$ cat config.mk
export PLATFORM = sky130hd
export DESIGN_NAME = nva_access
export DESIGN_NICKNAME = d
export VERILOG_FILES = /design/src/logic/nva_pkg.sv /design/src/logic/nva_core_if.sv /design/src/logic/nva_access.sv /design/src/logic/nva_array.sv /design/src/logic/nva_timer.sv
export SDC_FILE = /design/constraint.sdc
export NUM_CORES = 2
export LEC_CHECK = 0
export ABC_AREA = 1
export CORE_MARGIN = 2
export CORE_UTILIZATION = 50
export CTS_CLUSTER_DIAMETER = 150
export DETAILED_ROUTE_END_ITERATION = 16
export DONT_BUFFER_PORTS = 1
export GPL_TIMING_DRIVEN = 0
export SLEW_MARGIN = 20
export SYNTH_ARGS = -nofsm -noshare
export SYNTH_HDL_FRONTEND = slang
export SYNTH_SLANG_ARGS = --single-unit
$ cat constraint.sdc
create_clock -name clk -period 9.35 [get_ports clk]
set_input_delay 1.4025 -clock clk [delete_from_list [all_inputs] [get_ports clk]]
set_output_delay 1.4025 -clock clk [all_outputs]
set_load 0.01 [all_outputs]
$ cat src/logic/nva_pkg.sv
// Constants and types shared by the nonvolatile data array access block
package nva_pkg;

  // Register byte offsets on the bus
  localparam logic [7:0] OFS_CTRL   = 8'h00;
  localparam logic [7:0] OFS_UNLOCK = 8'h04;
  localparam logic [7:0] OFS_INDEX  = 8'h08;
  localparam logic [7:0] OFS_VALUE  = 8'h0C;
  localparam logic [7:0] OFS_FLAG   = 8'h10;

  // Field positions in nv_control_one
  localparam int B_SPACE  = 7;
  localparam int B_CFG    = 6;
  localparam int B_ROW    = 4;
  localparam int B_ABORT  = 3;
  localparam int B_PERMIT = 2;
  localparam int B_CYCLE  = 1;
  localparam int B_FETCH  = 0;
  // Field position in peripheral_flag_reg
  localparam int B_DONE   = 4;

  localparam logic [7:0] KEY_FIRST   = 8'h55;
  localparam logic [7:0] KEY_SECOND  = 8'hAA;
  localparam logic [7:0] ERASED_BYTE = 8'hFF;
  localparam logic [7:0] RESET_BYTE  = 8'h00;

  localparam logic [1:0] HTRANS_NONSEQ = 2'h2;
  localparam logic [1:0] HTRANS_SEQ    = 2'h3;

  // Self-timed write length
  localparam int CLK_PERIOD_NS = 10;
  localparam int T_WRITE_NS    = 4000000;
  localparam int WRITE_CYCLES  = T_WRITE_NS / CLK_PERIOD_NS;

  typedef enum logic [1:0] {UNL_IDLE, UNL_HALF, UNL_ARMED} nva_unlock_t;
  typedef enum logic [1:0] {TMR_IDLE, TMR_ERASE, TMR_PROG} nva_tmr_state_t;

endpackage : nva_pkg

$ cat src/logic/nva_core_if.sv
// Carrier between the access controller, its array and its cycle timer
`timescale 1ns/1ps
interface nva_core_if;
  logic       mem_we;
  logic       mem_re;
  logic [7:0] mem_addr;
  logic [7:0] mem_wdata;
  logic [7:0] mem_rdata;
  logic       tmr_start;
  logic       tmr_cancel;
  logic       tmr_busy;
  logic       tmr_erase_end;
  logic       tmr_done;

  modport ctl (
    output mem_we, mem_re, mem_addr, mem_wdata, tmr_start, tmr_cancel,
    input  mem_rdata, tmr_busy, tmr_erase_end, tmr_done
  );
  modport mem (
    input  mem_we, mem_re, mem_addr, mem_wdata,
    output mem_rdata
  );
  modport tmr (
    input  tmr_start, tmr_cancel,
    output tmr_busy, tmr_erase_end, tmr_done
  );
endinterface : nva_core_if

$ cat src/logic/nva_access.sv
// Register-driven access controller for the nonvolatile data array, AHB-Lite slave
//
// The placing of the registers and the AHB-Lite slave port were chosen for this implementation.
`timescale 1ns/1ps
module nva_access #(
  parameter int WRITE_CYCLES = nva_pkg::WRITE_CYCLES
) (
  input  wire logic        clk,
  input  wire logic        resetn,
  input  wire logic        warm_reset,
  input  wire logic        hsel,
  input  wire logic [31:0] haddr,
  input  wire logic [1:0]  htrans,
  input  wire logic        hwrite,
  input  wire logic [2:0]  hsize,
  input  wire logic [31:0] hwdata,
  input  wire logic        hready,
  output logic             hreadyout,
  output logic             hresp,
  output logic [31:0]      hrdata
);
  nva_core_if core ();

  nva_array u_array (
    .clk  (clk),
    .port (core.mem)
  );

  nva_timer #(
    .WRITE_CYCLES (WRITE_CYCLES)
  ) u_timer (
    .clk    (clk),
    .resetn (resetn),
    .tc     (core.tmr)
  );

  // Bus data phase tracking
  logic        dph_r;
  logic        dph_wr_r;
  logic [7:0]  dph_ofs_r;
  logic        rd_done_r;
  logic [31:0] hrdata_r;

  // Register state
  logic        space_r;
  logic        cfg_r;
  logic        row_r;
  logic        abort_r;
  logic        permit_r;
  logic        cycle_r;
  logic        fetch_r;
  logic        fetch_load_r;
  logic        done_r;
  logic        cycle_data_r;
  logic [7:0]  index_r;
  logic [7:0]  value_r;
  nva_pkg::nva_unlock_t unlock_r;

  logic       addr_take;
  logic       wr_commit;
  logic [7:0] wdat;
  logic       ctrl_wr;
  logic       unlock_wr;
  logic       index_wr;
  logic       value_wr;
  logic       flag_wr;
  logic       launch_req;
  logic       start_ok;
  logic       start_now;
  logic       improper;
  logic       fetch_busy;
  logic       space_nxt;
  logic       cfg_nxt;
  logic [7:0] ctrl_view;

  assign addr_take = hsel && hready
                     && ((htrans == nva_pkg::HTRANS_NONSEQ) || (htrans == nva_pkg::HTRANS_SEQ));
  assign wr_commit = dph_r && dph_wr_r;
  assign wdat      = hwdata[7:0];
  assign ctrl_wr   = wr_commit && (dph_ofs_r == nva_pkg::OFS_CTRL) && !cycle_r;
  assign unlock_wr = wr_commit && (dph_ofs_r == nva_pkg::OFS_UNLOCK);
  assign index_wr  = wr_commit && (dph_ofs_r == nva_pkg::OFS_INDEX) && !cycle_r;
  assign value_wr  = wr_commit && (dph_ofs_r == nva_pkg::OFS_VALUE) && !cycle_r;
  assign flag_wr   = wr_commit && (dph_ofs_r == nva_pkg::OFS_FLAG);

  // Permit must already be stored; setting both in one write does not start a cycle
  assign launch_req = ctrl_wr && wdat[nva_pkg::B_CYCLE];
  assign start_ok   = (unlock_r == nva_pkg::UNL_ARMED) && permit_r;
  assign start_now  = launch_req && start_ok;
  assign improper   = launch_req && !start_ok;
  assign space_nxt  = wdat[nva_pkg::B_SPACE];
  assign cfg_nxt    = wdat[nva_pkg::B_CFG];
  assign fetch_busy = fetch_r || fetch_load_r;

  // Bit 5 is tied low in the readback
  assign ctrl_view = {space_r, cfg_r, 1'b0, row_r, abort_r, permit_r, cycle_r, fetch_r};

  // Array and timer hookup; only data-array cycles touch the cells
  assign core.tmr_start  = start_now;
  assign core.tmr_cancel = warm_reset;
  assign core.mem_re     = fetch_r;
  assign core.mem_addr   = index_r;
  assign core.mem_we     = cycle_data_r && (core.tmr_erase_end || core.tmr_done);
  assign core.mem_wdata  = core.tmr_done ? value_r : nva_pkg::ERASED_BYTE;

  // Reads wait one cycle for registered data and for any fetch in flight
  assign hreadyout = !dph_r || dph_wr_r || rd_done_r;
  assign hresp     = 1'b0;
  assign hrdata    = hrdata_r;

  always_ff @(posedge clk)
  begin
    if (!resetn)
    begin
      dph_r     <= 1'b0;
      dph_wr_r  <= 1'b0;
      dph_ofs_r <= nva_pkg::RESET_BYTE;
    end
    else if (hreadyout)
    begin
      dph_r     <= addr_take;
      dph_wr_r  <= hwrite;
      dph_ofs_r <= haddr[7:0];
    end
  end

  always_ff @(posedge clk)
  begin
    if (!resetn)
    begin
      rd_done_r <= 1'b0;
      hrdata_r  <= 32'h00000000;
    end
    else if (hreadyout)
    begin
      rd_done_r <= 1'b0;
    end
    else if (!fetch_busy)
    begin
      rd_done_r <= 1'b1;
      unique case (dph_ofs_r)
        nva_pkg::OFS_CTRL:   hrdata_r <= {24'h000000, ctrl_view};
        nva_pkg::OFS_INDEX:  hrdata_r <= {24'h000000, index_r};
        nva_pkg::OFS_VALUE:  hrdata_r <= {24'h000000, value_r};
        nva_pkg::OFS_FLAG:   hrdata_r <= {24'h000000, 3'h0, done_r, 4'h0};
        default:             hrdata_r <= 32'h00000000;
      endcase
    end
  end

  // Unlock sequencer: any other write breaks the chain
  always_ff @(posedge clk)
  begin
    if (!resetn || warm_reset)
    begin
      unlock_r <= nva_pkg::UNL_IDLE;
    end
    else if (wr_commit)
    begin
      if (unlock_wr && (wdat == nva_pkg::KEY_FIRST))
      begin
        unlock_r <= nva_pkg::UNL_HALF;
      end
      else if (unlock_wr && (wdat == nva_pkg::KEY_SECOND) && (unlock_r == nva_pkg::UNL_HALF))
      begin
        unlock_r <= nva_pkg::UNL_ARMED;
      end
      else
      begin
        unlock_r <= nva_pkg::UNL_IDLE;
      end
    end
  end

  // Space selects, permit and row erase
  always_ff @(posedge clk)
  begin
    if (!resetn)
    begin
      space_r  <= 1'b0;
      cfg_r    <= 1'b0;
      permit_r <= 1'b0;
      row_r    <= 1'b0;
    end
    else if (ctrl_wr)
    begin
      space_r  <= space_nxt;
      cfg_r    <= cfg_nxt;
      permit_r <= wdat[nva_pkg::B_PERMIT];
      row_r    <= wdat[nva_pkg::B_ROW];
    end
    else if (core.tmr_done && row_r)
    begin
      row_r <= 1'b0;
    end
  end

  // Cycle launch and target capture; a warm reset kills the cycle
  always_ff @(posedge clk)
  begin
    if (!resetn)
    begin
      cycle_r      <= 1'b0;
      cycle_data_r <= 1'b0;
    end
    else if (warm_reset)
    begin
      cycle_r <= 1'b0;
    end
    else if (start_now)
    begin
      cycle_r      <= 1'b1;
      cycle_data_r <= !space_nxt && !cfg_nxt && !wdat[nva_pkg::B_ROW];
    end
    else if (core.tmr_done)
    begin
      cycle_r <= 1'b0;
    end
  end

  // Abort flag; spaces are left alone so the failed access can be traced
  always_ff @(posedge clk)
  begin
    if (!resetn)
    begin
      abort_r <= 1'b0;
    end
    else if (warm_reset && cycle_r)
    begin
      abort_r <= 1'b1;
    end
    else if (improper)
    begin
      abort_r <= 1'b1;
    end
    else if (core.tmr_done)
    begin
      abort_r <= 1'b0;
    end
    else if (ctrl_wr)
    begin
      abort_r <= wdat[nva_pkg::B_ABORT];
    end
  end

  // Done flag: completion wins over a software clear in the same cycle
  always_ff @(posedge clk)
  begin
    if (!resetn)
    begin
      done_r <= 1'b0;
    end
    else if (core.tmr_done)
    begin
      done_r <= 1'b1;
    end
    else if (flag_wr && !wdat[nva_pkg::B_DONE])
    begin
      done_r <= 1'b0;
    end
  end

  // Two-cycle fetch (array read, then value load); the read is refused for flash or configuration space
  always_ff @(posedge clk)
  begin
    if (!resetn || warm_reset)
    begin
      fetch_r      <= 1'b0;
      fetch_load_r <= 1'b0;
    end
    else
    begin
      fetch_r      <= ctrl_wr && wdat[nva_pkg::B_FETCH] && !space_nxt && !cfg_nxt;
      fetch_load_r <= fetch_r;
    end
  end

  always_ff @(posedge clk)
  begin
    if (!resetn)
    begin
      index_r <= nva_pkg::RESET_BYTE;
    end
    else if (index_wr)
    begin
      index_r <= wdat;
    end
  end

  // Fetched byte stays until the next fetch or a software write
  always_ff @(posedge clk)
  begin
    if (!resetn)
    begin
      value_r <= nva_pkg::RESET_BYTE;
    end
    else if (value_wr)
    begin
      value_r <= wdat;
    end
    else if (fetch_load_r)
    begin
      value_r <= core.mem_rdata;
    end
  end

  // Transfer size is not checked: only whole words are supported
  logic unused_size;
  assign unused_size = ^hsize;
endmodule : nva_access

$ cat src/logic/nva_array.sv
// 256-byte data array with registered read port
`timescale 1ns/1ps
module nva_array (
  input wire logic clk,
  nva_core_if.mem  port
);
  logic [7:0] cells [0:255];
  logic [7:0] rdata_r;

  // Contents are nonvolatile, so nothing here is reset
  always_ff @(posedge clk)
  begin
    if (port.mem_we)
    begin
      cells[port.mem_addr] <= port.mem_wdata;
    end
  end

  always_ff @(posedge clk)
  begin
    if (port.mem_re)
    begin
      rdata_r <= cells[port.mem_addr];
    end
  end

  assign port.mem_rdata = rdata_r;
endmodule : nva_array

$ cat src/logic/nva_timer.sv
// Self-timed erase then program sequencer
`timescale 1ns/1ps
module nva_timer #(
  parameter int WRITE_CYCLES = nva_pkg::WRITE_CYCLES
) (
  input wire logic clk,
  input wire logic resetn,
  nva_core_if.tmr  tc
);
  localparam logic [31:0] ERASE_LEN = 32'(WRITE_CYCLES / 2);
  localparam logic [31:0] PROG_LEN  = 32'(WRITE_CYCLES - (WRITE_CYCLES / 2));
  localparam logic [31:0] ONE       = 32'h00000001;
  localparam logic [31:0] ZERO      = 32'h00000000;

  nva_pkg::nva_tmr_state_t state_r;
  logic [31:0]             count_r;

  always_ff @(posedge clk)
  begin
    if (!resetn || tc.tmr_cancel)
    begin
      state_r <= nva_pkg::TMR_IDLE;
      count_r <= ZERO;
    end
    else
    begin
      unique case (state_r)
        nva_pkg::TMR_IDLE:
        begin
          if (tc.tmr_start)
          begin
            state_r <= nva_pkg::TMR_ERASE;
            count_r <= ERASE_LEN - ONE;
          end
        end
        nva_pkg::TMR_ERASE:
        begin
          if (count_r == ZERO)
          begin
            state_r <= nva_pkg::TMR_PROG;
            count_r <= PROG_LEN - ONE;
          end
          else
          begin
            count_r <= count_r - ONE;
          end
        end
        nva_pkg::TMR_PROG:
        begin
          if (count_r == ZERO)
          begin
            state_r <= nva_pkg::TMR_IDLE;
          end
          else
          begin
            count_r <= count_r - ONE;
          end
        end
        default:
        begin
          state_r <= nva_pkg::TMR_IDLE;
        end
      endcase
    end
  end

  assign tc.tmr_busy      = (state_r != nva_pkg::TMR_IDLE);
  assign tc.tmr_erase_end = (state_r == nva_pkg::TMR_ERASE) && (count_r == ZERO);
  assign tc.tmr_done      = (state_r == nva_pkg::TMR_PROG) && (count_r == ZERO);
endmodule : nva_timer

# == Word-level counts from Yosys, hierarchy flattened ==
# Memory sizes are Yosys's and may differ from the RTL's. A register that Yosys moved wholly into a read port is not among the register bits.
# Cells that the tools add are included.
# Widths: inputs -> output; s select.
# totals
inputBits,75
word_cells,125
ramBits,2048
mem_count,1
rom_bits,0
out_inout_bits,34
latchBits,0
ff_bits,105
# memory_table
name,depth,width,rd,rd_ports_with_merged_regs,write_ports,line_no,source
u_array.cells,256,8,1,1,1,nva_array.sv:7,logic [7:0] cells [0:255];
# classes
div_mod_pow,0
shifts,0
reduce_logical,57
n_lt_le_gt_ge,0
n_eq_ne,16
addsub,1
bitwise,4
n_mul,0
mux,26
# op_table
operator,count
$mux 32,3
$pmux 32 s3,1
$logic_not 32->1,1
$pmux 8 s4,1
$sub 32x1->32 const B,1
$logic_and 1x1->1,29
$mux 8,3
$eq 8x4->1 const B,2
$mux 1,12
$mux 2,5
$eq 2x2->1 const B,4
$eq 8x3->1 const B,1
$eq 8x5->1 const B,1
$eq 8x7->1 const B,1
$eq 8x8->1 const B,1
$logic_not 8->1,1
$reduce_bool 2->1,4
$logic_not 1->1,7
$logic_or 1x1->1,6
$ne 2x2->1 const B,3
$pmux 2 s3,1
$reduce_and 3->1,2
$eq 2x1->1 const B,2
$not 1->1,4
other kinds (6),8

# == Depth between registers and ports, before layout ==
# depth
depth_word,7
mapped_depth,15
ltp_nobuf,15

# == Hierarchy ==
# Synthesis repeated with hierarchy kept, for this count alone.
# hier_totals
cells_unflattened,8731
hier_area_um2,89737.3
# modules_own_cells
mod,n_inst,cells_each,seq_area_each_um2,area_per_inst_um2
nva_array,1,8021,61739.2,84936.5
nva_access,1,318,940.9,2404.8
nva_timer,1,392,680.7,2396.0

# == Worst setup path after synthesis ==
# OpenSTA, ideal clock, no wires.
# synth_timing
path_kind,flip-flop to flip-flop
from,reg u_timer.count_r[0]
to,"mem u_array.cells[0][5], data pin"
slack_ns,4.332
synth_period_minus_slack_ns,5.018
t_arrival_ns,3.840
setup_time_ns,1.177
required_ns,8.173
stages_incl_launch_ff,10
path_buffers,0
cell_sequence,dfxtp_1 > inv_1 > ha_1 > nand3_2 > nor2_4 > inv_2 > nor2_4 > nand2_1 > nor2_1 > nand2_1
# synth_between
elab_chain_cells,3
# synth_rtl
item,line_no,source
"start, declared",nva_timer.sv:16,logic [31:0] count_r;
"start signal, assigned",nva_timer.sv:33,count_r <= ERASE_LEN - ONE;
"start signal, assigned",nva_timer.sv:41,count_r <= PROG_LEN - ONE;
"start signal, assigned",nva_timer.sv:45,count_r <= count_r - ONE;
$logic_not 32->1,nva_timer.sv:69,assign tc.tmr_done = (state_r == nva_pkg::TMR_PROG) && (count_r == ZERO);
$logic_and 1x1->1,nva_timer.sv:69,
$mux 8,nva_access.sv:104,assign core.mem_wdata = core.tmr_done ? value_r : nva_pkg::ERASED_BYTE;
via core.mem_wdata[5],nva_core_if.sv:7,logic [7:0] mem_wdata;
"end, declared",nva_array.sv:7,
# The timed path passes the listed nets, and every way through them passes these cells.

# == Worst setup path after layout ==
# layout_timing
from,"reg index_r[2], in the netlist core.mem_addr[2]"
to,mem u_array.cells[145][4] (enable)
# layout_lines
item,line_no,source
"start, declared",nva_access.sv:55,logic [7:0] index_r;
"start signal, assigned",nva_access.sv:282,index_r <= nva_pkg::RESET_BYTE;
"start signal, assigned",nva_access.sv:286,index_r <= wdat;
# No word-level cell before the write port.

==> reports/metrics.yaml <==
logic_synthesis:
  netlist_top_cells_area: "edfxtp_1 (69%), nand2_1 (21%), nor2_1 (2.0%)"
  ys_ff_latch: 2137
  synth.most_common_cell: "nand2_1"
  synth.avg_cell_area_um2: 10.32
  synthArstFlopShare_pct: 0
  synth_enable_flop_cells: 2056
  synth_top_area_share_pct: 69.35
  synth_flop_cell: "edfxtp_1"
  synth_common_cells: "nand2_1 (4876), edfxtp_1 (2056), nor2_1 (477)"
  synth.distinct_cells: 42
  yosysWarnings: 0
  syn-cell-area_mm2: 0.08903
  postSynthCellCount: 8631
  yosysTopAreaCell: "edfxtp_1"
  ys_seq_area_share_pct: 71.17
die:
  dieWidth_um: 426.0
  die_height_um: 426.0
  initial_utilization_pct: 50.44
  rows: 154
  core_mm2: 0.1765
  num_io_pins: 109
  dieArea_mm2: 0.1815
worst_setup_path:
  cp-end-kind: "flip-flop"
  crit_chain: "nor2_1 -> buf_2 -> buf_1 -> nand2_1 -> clkbuf_2 -> nor2_1"
  cpMostUsedCell: "nor2_1"
  path_delay_family: "simple AND/OR/NAND/NOR gates"
  critPathKind: "reg -> reg"
  critPathArrivalTime_ps: 5450
  worstPathMaxFanout: 10
  cpPeakStageDelay_ps: 810
  crit_slowest_cell: "nand2_1"
  start_kind: "flip-flop"
  path_buf_inv: 3
  worstPathRequired_ps: 9840
cells_and_area:
  multi_input_area_mm2: 0.02348
  syn_to_final_growth_pct: 12.60
  final_area_mm2: 0.1003
  fillerInstances: 15090
  drive_above_1_share_pct: 6.380
  utilization_pct: 56.80
  final_cells: 11450
  layout.nets: 9005
  register_area_mm2: 0.06336
global_route:
  grt_max_degree: 59
  antenna_found_initial: 12
  grt_first_pass_wirelength_um: 396200
  grt_use_total_pct: 30.35
  first_global_vias: 58710
  overflow: 0
power_and_ir_drop:
  p_per_area_mw_per_mm2: 187.8
  vdd_drop_max_uv: 200.7
  finalPower_mw: 18.83
  p_leak_nw: 44.80
timing:
  fin_crit_ps: 4964
  slew_headroom_pct: 18.80
  period_share_pct: 53.09
  fmax_ghz: 0.2014
  skew_ps: 30.05
  drv_slew: 0
  tightest_slew_ps: 1218
  finalHoldViolCount: 0
  layout_setup_ws_ps: 4386
  setup_violations: 0
  hold-worst-slack_ps: 459.6
  setup_tns_ps: 0
  rsz0062_at_grt: "no"
placed_design:
  place_area_mm2: 0.09340
  io_buffers: 0
  gp_congestion: 0.9405
  dp_cells: 11050
  pre_cts_slack_ps: 4513
  dpl.hpwl_um: 195700
route:
  wire_per_inst_um: 24.19
  dr_total_vias: 62710
  drt_first_pass_iters: 6
  wl_um: 277000
  viasPerCell: 5.477
  drt_iter0_drc: 7623
  antenna_left: 0
  drc: 0
clock_tree:
  path_clk_slew_ps: 60
  clock_latency_ps: 870
  cts_resized: 0
  cts_hold_buf: 0
  cts_tree: "built"
  cts_setup_buffers: 0
  cts_inserted_buffers: 216
  cts_max_level: 4
  cts_sinks: 2137
  cts_buffer_depth: 3
  root_buffer: "clkbuf_16"
outcome:
  status: "complete, no violations"
run:
  timing.max_cap.violations: 0
hold_path:
  hp-class: "reg -> reg"
## registers in the layout, indices dropped and copies added, names as in the netlist, 2 cells and up
register / cells
value_r: 8
dph_ofs_r: 8
core.mem_addr: 8
u_array.port.mem_rdata: 8
u_timer.count_r: 32
u_timer.state_r: 2
u_array.cells: 2048
hrdata: 8
unlock_r: 2
## logic make-up (layout without fill, tap and decap cells)
logic type                 Yosys count  in the layout  synth area share [%]
DFF                               2137           2137                 71.17
xor gates and xnor gates             8              8               0.07870
AOI/OAI and AO/OA                  319            319                 1.868
buffers and inverters              545            996                 2.629
and+or+nand+nor                   5616           5616                 24.18
adders and majority gates            5              5               0.07027
other                                1             28              0.004212
## where the power goes
group,internal [mW],switching (mW),total [mW]
Clock,4.76,3.68,8.45
Sequential,10.3,0.00232,10.3
Combinational,0.0138,0.0355,0.0494
Total,15.1,3.72,18.8
## worst min-delay path, delay by kind of cell (launching register included)
family | cells | cell delay, ps
DFF | 1 | 290
buffers and inverters | 1 | 60
AOI/OAI and AO/OA | 1 | 60
## per-layer routing
metal	vias to the layer above	wire length, µm	global-route usage (%)
met5	-	0	0
met4	0	11430	11.13
met3	505	26220	5.018
met2	2922	124300	47.09
met1	30300	115000	43.33
li1	28980	-	-
## placed cells by master (no fill, tap or decap), drive strengths merged
master    netlist  layout
a211oi         15      15
a21oi          87      87
a31oi           2       2
and3            1       1
buf           187     239
bufinv          0      15
clkbuf        271     551
clkinv          3      97
clkinvlp        0       4
conb            1      25
dfxtp          81      81
diode           0       3
edfxtp       2056    2056
ha              5       5
inv            84      90
nand2        4884    4884
nand3         204     204
nand3b          2       2
nand4          12      12
nor2          486     486
nor3           20      20
nor4            6       6
o21a            1       1
o21ai         205     205
o21bai          1       1
o221ai          2       2
o22ai           5       5
o2bb2ai         1       1
or2             1       1
xnor2           3       3
xor2            5       5
## cell type report
cell class,count,share of cell area (%)
antenna,3,0.007488
buffer,458,2.042
clock buffer,280,5.767
clock inverter,119,1.061
inverter,87,0.3257
multi-input combinational,5973,23.43
sequential,2137,63.20
tap,2340,2.921
timing repair buffer,52,1.248
## final timing paths
kind / start / end / slack [ps] / cells after the start
worst min-delay path: dph_ofs_r[5] / dph_ofs_r[5] / 460 / 2
worst min register to register: dph_ofs_r[5] / dph_ofs_r[5] / 460 / 2
worst max-delay path: core.mem_addr[2] / u_array.cells[145][4] / 4390 / 6
worst max register to register: core.mem_addr[2] / u_array.cells[145][4] / 4390 / 6
(Power assumes the default switching activity.)
